File: config.mk
export PLATFORM = sky130hd
export DESIGN_NAME = rtw_slave_port
export DESIGN_NICKNAME = d
export VERILOG_FILES = /design/src/rtw_pkg.sv /design/src/rtw_slave_port.sv
export SDC_FILE = /design/constraint.sdc
export NUM_CORES = 1
export LEC_CHECK = 0
export BUFFER_PORTS_ARGS = -buffer_cell sky130_fd_sc_hd__buf_2
export CORE_MARGIN = 4
export CORE_UTILIZATION = 45
export DETAILED_ROUTE_END_ITERATION = 10
export GPL_ROUTABILITY_DRIVEN = 0
export GPL_TIMING_DRIVEN = 1
export PLACE_DENSITY = 0.61
export SYNTH_ARGS = -nofsm -noshare
export SYNTH_HDL_FRONTEND = slang
export SYNTH_SLANG_ARGS = --single-unit
File: constraint.sdc
create_clock -name I_MCLK -period 3 [get_ports I_MCLK]
set_input_delay 0.9 -clock I_MCLK [delete_from_list [all_inputs] [get_ports I_MCLK]]
set_output_delay 0.9 -clock I_MCLK [all_outputs]
set_load 0.005 [all_outputs]
File: src/rtw_pkg.sv
package rtw_pkg;
    // ------------------------------------------------------------
    // Bus protocol constants
    // ------------------------------------------------------------
    localparam logic [6:0] SLAVE_ADDR = 7'h68;   // Upper seven bits of address byte 0xd0
    localparam int REG_COUNT = 8;                // Calendar and control bytes
    localparam int PTR_W = 3;
    localparam int BIT_W = 4;
    localparam logic [3:0] ACK_SLOT = 4'h8;      // Ninth bit time of each byte
    localparam logic [7:0] REG_RESET = 8'h00;
    localparam int SYNC_STAGES = 3;

    // Bus line carrier
    typedef struct packed {
        logic scl;
        logic sda;
    } rtw_bus_t;
endpackage

File: src/rtw_slave_port.sv
`timescale 1ns/1ps
module rtw_slave_port (
    input wire logic I_MCLK,                 // System clock 100 MHz
    input wire logic I_RST_N,                // Asynchronous reset, active low
    input wire logic I_CE,                   // Clock enable, freezes state when low
    input wire rtw_pkg::rtw_bus_t I_BUS,     // SCL and SDA pin levels
    output logic O_SDA_O,                    // SDA output level, always low
    output logic O_SDA_OE,                   // SDA pulled low while high
    output logic O_BUSY                      // Transfer in progress
);
    import rtw_pkg::*;

    typedef enum logic [4:0] {
        ST_IDLE = 5'b00001,
        ST_ADDR = 5'b00010,
        ST_WRX  = 5'b00100,
        ST_RTX  = 5'b01000,
        ST_SKIP = 5'b10000
    } rtw_state_t;

    // ------------------------------------------------------------
    // Input synchronisers
    // ------------------------------------------------------------
    logic [SYNC_STAGES-1:0] scl_sy;
    logic [SYNC_STAGES-1:0] sda_sy;
    logic scl;
    logic sda;
    logic scl_q;
    logic sda_q;

    // Three stages; a level counts once stages two and three agree
    always_ff @(posedge I_MCLK or negedge I_RST_N) begin
        if (!I_RST_N) begin
            scl_sy <= '1;
            sda_sy <= '1;
        end else if (I_CE) begin
            scl_sy <= {scl_sy[SYNC_STAGES-2:0], I_BUS.scl};
            sda_sy <= {sda_sy[SYNC_STAGES-2:0], I_BUS.sda};
        end
    end

    // Filtered levels, held while the last two stages disagree
    always_ff @(posedge I_MCLK or negedge I_RST_N) begin
        if (!I_RST_N) begin
            scl <= 1'b1;
            sda <= 1'b1;
            scl_q <= 1'b1;
            sda_q <= 1'b1;
        end else if (I_CE) begin
            if (scl_sy[1] == scl_sy[2]) begin
                scl <= scl_sy[2];
            end
            if (sda_sy[1] == sda_sy[2]) begin
                sda <= sda_sy[2];
            end
            scl_q <= scl;
            sda_q <= sda;
        end
    end

    // ------------------------------------------------------------
    // Bus conditions
    // ------------------------------------------------------------
    logic start_c;
    logic stop_c;
    logic scl_rise;
    logic scl_fall;
    assign start_c = scl && scl_q && sda_q && !sda;
    assign stop_c = scl && scl_q && !sda_q && sda;
    assign scl_rise = scl && !scl_q;
    assign scl_fall = !scl && scl_q;

    // ------------------------------------------------------------
    // Protocol engine
    // ------------------------------------------------------------
    rtw_state_t state;
    logic [BIT_W-1:0] bit_cnt;
    logic [7:0] shreg;
    logic [7:0] tx_byte;
    logic first_wr;
    logic in_ack;
    logic ack_fail;
    logic [PTR_W-1:0] ptr;
    logic [7:0] regs [REG_COUNT];
    logic [7:0] next_shreg;
    logic bit_live;

    assign in_ack = (bit_cnt == ACK_SLOT);
    assign next_shreg = {shreg[6:0], sda};          // MSB first

    // Bit counter, sampling on SCL rise and stepping on SCL fall
    // The SCL fall that closes a START is no bit boundary, so wait for a rise
    always_ff @(posedge I_MCLK or negedge I_RST_N) begin
        if (!I_RST_N) begin
            bit_cnt <= '0;
            shreg <= 8'h00;
            bit_live <= 1'b0;
        end else if (I_CE) begin
            if (start_c) begin
                bit_cnt <= '0;
                bit_live <= 1'b0;
            end else if (scl_rise) begin
                bit_live <= 1'b1;
                if (!in_ack) begin
                    shreg <= next_shreg;
                end
            end else if (scl_fall && bit_live && state != ST_IDLE && state != ST_SKIP) begin
                bit_cnt <= in_ack ? '0 : bit_cnt + 1'b1;
            end
        end
    end

    // State sequencing and pointer handling
    always_ff @(posedge I_MCLK or negedge I_RST_N) begin
        if (!I_RST_N) begin
            state <= ST_IDLE;
            ptr <= '0;
            first_wr <= 1'b0;
            ack_fail <= 1'b0;
        end else if (I_CE) begin
            if (start_c) begin
                state <= ST_ADDR;
                ack_fail <= 1'b0;
            end else if (stop_c) begin
                state <= ST_IDLE;
            end else if (scl_rise && in_ack && state == ST_RTX) begin
                ack_fail <= sda;
                if (!sda) begin
                    ptr <= ptr + 1'b1;
                end
            end else if (scl_fall && in_ack) begin
                case (state)
                    ST_ADDR: begin
                        if (shreg[7:1] != SLAVE_ADDR) begin
                            state <= ST_SKIP;
                        end else if (shreg[0]) begin
                            state <= ST_RTX;
                        end else begin
                            state <= ST_WRX;
                            first_wr <= 1'b1;
                        end
                    end
                    ST_WRX: begin
                        if (first_wr) begin
                            ptr <= shreg[PTR_W-1:0];
                            first_wr <= 1'b0;
                        end else begin
                            ptr <= ptr + 1'b1;
                        end
                    end
                    ST_RTX: begin
                        if (ack_fail) begin
                            state <= ST_SKIP;
                        end
                    end
                    default: begin
                        state <= state;
                    end
                endcase
            end
        end
    end

    // Register bytes; wrap of the pointer covers all eight
    always_ff @(posedge I_MCLK or negedge I_RST_N) begin
        if (!I_RST_N) begin
            for (int i = 0; i < REG_COUNT; i++) begin
                regs[i] <= REG_RESET;
            end
        end else if (I_CE) begin
            if (scl_fall && in_ack && state == ST_WRX && !first_wr) begin
                regs[ptr] <= shreg;
            end
        end
    end

    // Load the outgoing byte when a read byte begins
    always_ff @(posedge I_MCLK or negedge I_RST_N) begin
        if (!I_RST_N) begin
            tx_byte <= 8'hff;
        end else if (I_CE) begin
            if (state == ST_RTX && bit_cnt == '0 && !scl) begin
                tx_byte <= regs[ptr];
            end
        end
    end

    // SDA drive, changed while SCL is low to avoid false conditions, and released at once on START or STOP
    always_ff @(posedge I_MCLK or negedge I_RST_N) begin
        if (!I_RST_N) begin
            O_SDA_OE <= 1'b0;
        end else if (I_CE) begin
            if (start_c || stop_c) begin
                O_SDA_OE <= 1'b0;
            end else if (!scl) begin
                if (in_ack) begin
                    O_SDA_OE <= (state == ST_WRX) ||
                        (state == ST_ADDR && shreg[7:1] == SLAVE_ADDR);
                end else if (state == ST_RTX && !ack_fail) begin
                    O_SDA_OE <= !tx_byte[3'(7 - bit_cnt[2:0])];
                end else begin
                    O_SDA_OE <= 1'b0;
                end
            end
        end
    end

    // Constant low drive level and busy flag
    always_ff @(posedge I_MCLK or negedge I_RST_N) begin
        if (!I_RST_N) begin
            O_SDA_O <= 1'b0;
            O_BUSY <= 1'b0;
        end else if (I_CE) begin
            O_SDA_O <= 1'b0;
            O_BUSY <= (state != ST_IDLE);
        end
    end

    // ------------------------------------------------------------
    // Assertions
    // ------------------------------------------------------------
    a_drive_scl_low: assert property (@(posedge I_MCLK) disable iff (!I_RST_N)
        (I_CE && scl && scl_q && $changed(O_SDA_OE)) |-> $past(start_c || stop_c))
        else $error("SDA drive changed while SCL high");
    a_stop_idle: assert property (@(posedge I_MCLK) disable iff (!I_RST_N)
        (I_CE && stop_c && !start_c) |=> state == ST_IDLE)
        else $error("STOP did not return to idle");
    a_start_addr: assert property (@(posedge I_MCLK) disable iff (!I_RST_N)
        (I_CE && start_c) |=> (state == ST_ADDR && bit_cnt == '0))
        else $error("START did not restart address");
    a_skip_quiet: assert property (@(posedge I_MCLK) disable iff (!I_RST_N)
        (state == ST_SKIP && $past(state) == ST_SKIP) |-> !O_SDA_OE)
        else $error("Drive while not addressed");
    a_wr_ack: assert property (@(posedge I_MCLK) disable iff (!I_RST_N)
        (I_CE && state == ST_WRX && in_ack && !scl && !start_c && !stop_c) |=> O_SDA_OE)
        else $error("Write byte not acknowledged");
    a_nack_release: assert property (@(posedge I_MCLK) disable iff (!I_RST_N)
        (ack_fail && (state == ST_RTX || state == ST_SKIP)) |-> !O_SDA_OE)
        else $error("SDA held after missing acknowledge");
    a_rd_ptr_step: assert property (@(posedge I_MCLK) disable iff (!I_RST_N)
        (I_CE && scl_rise && in_ack && state == ST_RTX && !start_c && !stop_c)
        |=> ptr == $past(ptr) + ($past(sda) ? 3'd0 : 3'd1))
        else $error("Read pointer step wrong");
    a_wr_ptr_load: assert property (@(posedge I_MCLK) disable iff (!I_RST_N)
        (I_CE && scl_fall && in_ack && state == ST_WRX && first_wr && !start_c && !stop_c)
        |=> ptr == $past(shreg[2:0]))
        else $error("Word address not loaded");
    a_busy_flag: assert property (@(posedge I_MCLK) disable iff (!I_RST_N)
        (I_CE && state == ST_IDLE) |=> !O_BUSY)
        else $error("Busy while idle");
endmodule

==> flow_summary.yaml, run 1 <==
drt:
  first_pass_iters: 4
  wl_mm: 10.2
  routedWlPerCell_um: 18.7
  drt_iter0_drc: 256
  avgViaCountPerCell: 5.67
  ant_nets: 0
  via_count: 3096
  drc: 0
finish:
  area_delta_synth_final_pct: 11.0
  layout.nets: 409
  regArea_um2: 2700
  layout_commonest_cell: "dfrtp_1"
  drive_gt1_share_pct: 37.7
  multi_input_area_um2: 2240
  antenna-diode-count: 0
  final_cell_mix: "dfrtp_1 (88), mux2_2 (74), nand2_1 (35)"
  nFillCells: 969
hold_path:
  hp-start: "sda_sy[2]$_DFFE_PN1P_"
  hold_path_class: "reg -> reg"
  whs_path_depth: 2
  min_to: "sda_sy[2]$_DFFE_PN1P_"
synth:
  ys.flop_type: "dfrtp_1"
  synthArstFlopShare_pct: 100
  synth_top_area_cell: "dfrtp_1"
  ys_types: 49
  yosys_warnings: 0
  synthCells: 394
  synth_top_area_share_pct: 43.3
  netlist_area_um2: 5090
  ys_ff_latch: 107
  seq_area_frac_synth_pct: 53.1
  syn_area_per_cell_um2: 12.9
  synth_edf_count: 0
  yosys-top-cells-area: "dfrtp_1 (43%), mux2_2 (16%), dfstp_2 (9.8%)"
  syn_nets: 402
timing:
  rsz0062_at_grt: "false"
  hold_violations: 0
  max_clock_freq_mhz: 358
  post-route-period-util_pct: 93.1
  post-route-min-period_ns: 2.79
  clock_skew_ns: 0.00890
  setup_violations: 0
  timing.slew.headroom_pct: 53.6
  drv_slew: 0
  finalSetupTns_ns: 0
  hold_ws_ns: 0.477
  tightest_slew_ns: 0.689
clocking:
  cts_setup_buffers: 0
  cts_tree: "yes"
  worstSkewPairLatency_ns: 0.35
  clockBufferDepth: 2
  cts.sinks: 107
  path_clk_slew_ns: 0.07
  numCtsBuffers: 9
  h-tree-depth: 3
  root_buffer: "clkbuf_16"
  hold_buffers: 0
  post_cts_resize_count: 0
floorplan:
  core_area_um2: 10900
  dieArea_um2: 13100
  die_w_um: 114
  start_util_pct: 46.5
  ios: 8
  rows: 38
  die_height_um: 114
critical_path:
  reg2reg_depth: 8
  cp-end-kind: "register"
  rrSetupSlack_ns: 0.21
  r2r-end: "regs[18]$_DFFE_PN0P_"
  startpoint: "bit_cnt[1]$_DFFE_PN0P_"
  critical-path-max-stage-delay_ns: 0.67
  worst-path-max-fanout: 7
  start_kind: "register"
  worstPathCellList: "inv_1, ha_1, and3b_1, nand3_4, or4_1, nor2_2, buf_12, mux2_2"
  crit_type: "reg -> reg"
  required_ns: 3.24
  r2r-start: "bit_cnt[1]$_DFFE_PN0P_"
  cpMaxStageDelayCell: "or4_1"
  cp.arrival_ns: 3.03
power_and_ir_drop:
  power.leakage_nw: 2.54
  ir_drop_mv: 0.558
  p_per_area_nw_per_um2: 662
placement:
  portBuffers: 6
  hpwl_mm: 7.01
status:
  status: "completed"
global_route:
  gr-total-overflow: 0
  grt_use_total_pct: 17.3
  grt_pass1_wl_mm: 17.4
  grt_pass1_vias: 3264
  antenna_found_initial: 0
  grt_max_degree: 51
run:
  max_cap_viol_count: 0
-- synth_stat cells (all sizes together) (4+ instances only) --
library cell / number
nand2b: 8
mux2i: 10
a21oi: 12
mux2: 77
nor3: 5
mux4: 18
inv: 11
dfstp: 19
a31oi: 4
nor4: 6
buf: 6
clkbuf: 19
nand2: 35
nand3b: 4
dfrtp: 88
nor2: 9
o21ai: 26
-- layout make-up --
type	instances	share of cell area (%)
well taps	140	3.10
multi-input cells	251	39.7
repair buffers	21	3.46
flip-flops and latches	107	47.8
clock inverters	4	1.04
inverters	11	0.731
clock buffers	12	4.19
-- cells by family (layout without fill, tap and decap cells) --
group,Yosys count,after routing,share of synthesized area [%]
and+or+nand+nor,86,86,9.69
adders and majority gates,3,3,0.738
AOI/OAI and AO/OA,55,55,6.37
muxes,105,105,27.0
xor gates and xnor gates,1,1,0.172
DFF,107,107,53.1
buffers and inverters,36,48,2.88
other,1,1,0.0737
-- metal layers --
metal	up-vias	wire length, um	track usage, %
li1	1442	-	-
met5	-	0	0
met1	1611	4760	23.2
met4	0	150	5.70
met2	33	4960	27.8
met3	10	341	4.28
-- registers in the layout, summed over array words and instances (netlist names), 3 cells and up --
name     count
sda_sy       3
state        5
ptr          3
shreg        8
tx_byte      8
bit_cnt      4
scl_sy       3
regs        64
-- report_power, final --
part	internal (mW)	switching (mW)
clock network	0.659	0.537
registers	1.62	0.310
logic	0.287	0.327
-- worst max path at each step --
stage                                 endpoint  cells past startpoint
after global placement    regs[55]$_DFFE_PN0P_                      7
after CTS                 regs[55]$_DFFE_PN0P_                      7
after floorplan           regs[49]$_DFFE_PN0P_                      9
final                     regs[18]$_DFFE_PN0P_                      8
after global routing      regs[23]$_DFFE_PN0P_                      8
after detailed placement  regs[55]$_DFFE_PN0P_                      7
-- metrics by stage --
step                std cells  area [um2]  utilization [%]  setup slack (ns)  total power, mW
global placement          527        5320             48.6             0.180             2.54
CTS                       543        5610             51.3             0.104             3.78
global route              546        5650             51.6            0.0462             3.94
detailed placement        527        5320             48.6             0.109             2.57
finish                    546        5650             51.6             0.206             3.74
floorplan                 394        5090                -             0.471             2.34
-- critical path: cells and delay by family, from the launching register on --
family	cells	cell delay, ns
adder cells (fa/ha/maj)	1	0.17
buffers and inverters	2	0.24
flip-flops	1	0.45
multiplexers	1	0.33
AND/OR/NAND/NOR	4	1.48
(Power assumes the default switching activity.)
==> run 2, diff against run 1 <==
- ABC_AREA: default -> 1
==> run 2 against run 1 <==
  * Combinational power fell by 51%
  * Final cell count rose by 39%
  * Synthesized cell count rose by 56%
  * Worst hold slack barely moved
  * Setup slack improved by 0.68 ns
==> flow_summary.yaml, run 2 <==
finish:
  final_cell_mix: "nand2_1 (151), dfrtp_1 (88), nor2_1 (66)"
  largest-register: "regs"
  layout.nets: 623
  regArea_um2: 2700
  nFillCells: 1113
  area_delta_synth_final_pct: 7.65
  largest_register_ff_count: 64
  multi_input_area_um2: 2210
  largestRegisters: "regs: 64 flops, shreg: 8 flops, tx_byte: 8 flops"
  antenna-diode-count: 0
  layout_commonest_cell: "nand2_1"
  drive_gt1_share_pct: 14.4
  finalCoreUtilization_pct: 49.3
timing:
  clock_skew_ns: 0.00985
  rsz0062_at_grt: "false"
  hold_violations: 0
  drv_slew: 0
  finalSetupTns_ns: 0
  max_clock_freq_mhz: 472
  tightest_slew_ns: 0.602
  setup_violations: 0
  post-route-min-period_ns: 2.12
  post-route-period-util_pct: 70.6
  timing.slew.headroom_pct: 59.8
floorplan:
  rows: 39
  ios: 8
  dieArea_um2: 13400
  die_w_um: 116
  core_area_um2: 11400
  start_util_pct: 45.8
  die_height_um: 116
global_route:
  gr-total-overflow: 0
  grt_pass1_vias: 3794
  antenna_found_initial: 0
  grt_max_degree: 46
  grt_pass1_wl_mm: 19.1
  grt_use_total_pct: 18.6
clocking:
  post_cts_resize_count: 0
  cts.sinks: 107
  path_clk_slew_ns: 0.07
  cts_setup_buffers: 0
  root_buffer: "clkbuf_16"
  cts_tree: "yes"
  worstSkewPairLatency_ns: 0.35
  numCtsBuffers: 9
  clockBufferDepth: 2
  hold_buffers: 0
  h-tree-depth: 3
synth:
  syn_nets: 623
  ys.flop_type: "dfrtp_1"
  yosys_warnings: 0
  synth_edf_count: 0
  synthCells: 615
  yosysMostFrequentCell: "nand2_1"
  ys_types: 34
  netlist_area_um2: 5230
  ys_ff_latch: 107
  syn_area_per_cell_um2: 8.51
  yosys-top-cells-area: "dfrtp_1 (42%), nand2_1 (11%), dfstp_2 (9.5%)"
  seq_area_frac_synth_pct: 51.6
  synth_top_area_cell: "dfrtp_1"
  ys_top_cells_by_count: "nand2_1 (151), dfrtp_1 (88), nor2_1 (66)"
  synthArstFlopShare_pct: 100
  synth_top_area_share_pct: 42.1
critical_path:
  required_ns: 3.23
  crit_top_cell: "nand3_4"
  cpMaxStageDelayCell: "dfrtp_1"
  crit_type: "reg -> reg"
  worstPathCellList: "inv_1, ha_1, nand3_4, nor2_4, nand3_4, nor2_8, nand2_2, nand2_1, o21ai_2"
  worst-path-max-fanout: 16
  critPathBufInv: 1
  cp-end-kind: "register"
  critical-path-max-stage-delay_ns: 0.46
  crit_family: "simple AND/OR/NAND/NOR gates"
  start_kind: "register"
  cp.arrival_ns: 2.34
status:
  status: "completed"
power_and_ir_drop:
  ir_drop_mv: 0.474
  p_per_area_nw_per_um2: 540
  power.leakage_nw: 2.54
drt:
  via_count: 3933
  drt_iter0_drc: 365
  first_pass_iters: 4
  routedWlPerCell_um: 14.9
  wl_mm: 11.3
  avgViaCountPerCell: 5.17
  drc: 0
  ant_nets: 0
run:
  max_cap_viol_count: 0
hold_path:
  hold_path_class: "reg -> reg"
placement:
  portBuffers: 6
  hpwl_mm: 7.95
-- run 2: metal layers --
metal / track usage [%] / routed length, um
met5: 0 / 0
met4: 5.41 / 173
met3: 4.70 / 295
met2: 31.2 / 5670
met1: 23.8 / 5210
-- run 2: kinds of logic after synthesis --
group / Yosys count / share of synthesized area (%)
AO/OA/AOI/OAI: 155 / 17.0
XOR/XNOR: 2 / 0.335
adder cells (fa/ha/maj): 3 / 0.717
buffers and inverters: 67 / 6.22
flip-flops: 107 / 51.6
other: 1 / 0.0717
AND/OR/NAND/NOR: 280 / 24.1
-- run 2: worst register-to-register path: stages (launching register included) --
cell	delay [ns]
dfrtp_1	0.46
inv_1	0.19
ha_1	0.24
nand3_4	0.15
nor2_4	0.20
nand3_4	0.16
nor2_8	0.15
nand2_2	0.23
nand2_1	0.17
o21ai_2	0.06
-- run 2: layout make-up --
class	count	share of cell area [%]
timing repair buffer	13	1.73
tap	143	3.18
multi-input combinational	441	39.2
clock inverter	5	1.11
inverter	43	2.87
sequential	107	48.0
clock buffer	9	4.00
-- run 2: stage by stage --
| step | hold slack [ns] | area (um2) | instances | setup WS (ns) | total power, mW |
|---|---|---|---|---|---|
| 2_1_floorplan | 0.449 | 5230 | 615 | 1.10 | 1.81 |
| 3_3_place_gp | 0.456 | 5350 | 747 | 0.758 | 1.90 |
| 3_5_place_dp | 0.463 | 5350 | 747 | 0.731 | 1.91 |
| 4_1_cts | 0.480 | 5630 | 761 | 0.849 | 3.09 |
| 5_1_grt | 0.505 | 5630 | 761 | 0.666 | 3.21 |
| 6_report | 0.477 | 5630 | 761 | 0.883 | 3.04 |
-- run 2: power by group --
part	internal (mW)	switching, mW
Combinational	0.102	0.196
Clock	0.645	0.518
Sequential	1.51	0.0707
Total	2.26	0.785
-- run 2: worst paths after layout --
check	slack (ns)	cells after the start	end	start
setup / recovery	0.88	9	regs[44]$_DFFE_PN0P_	bit_cnt[0]$_DFFE_PN0P_
hold / removal	0.48	2	regs[52]$_DFFE_PN0P_	regs[52]$_DFFE_PN0P_
setup reg to reg	0.88	9	regs[44]$_DFFE_PN0P_	bit_cnt[0]$_DFFE_PN0P_
hold reg to reg	0.48	2	regs[52]$_DFFE_PN0P_	regs[52]$_DFFE_PN0P_
max in group asynchronous	1.79	2	regs[5]$_DFFE_PN0P_	I_RST_N
min in group asynchronous	0.55	1	bit_cnt[3]$_DFFE_PN0P_	I_RST_N
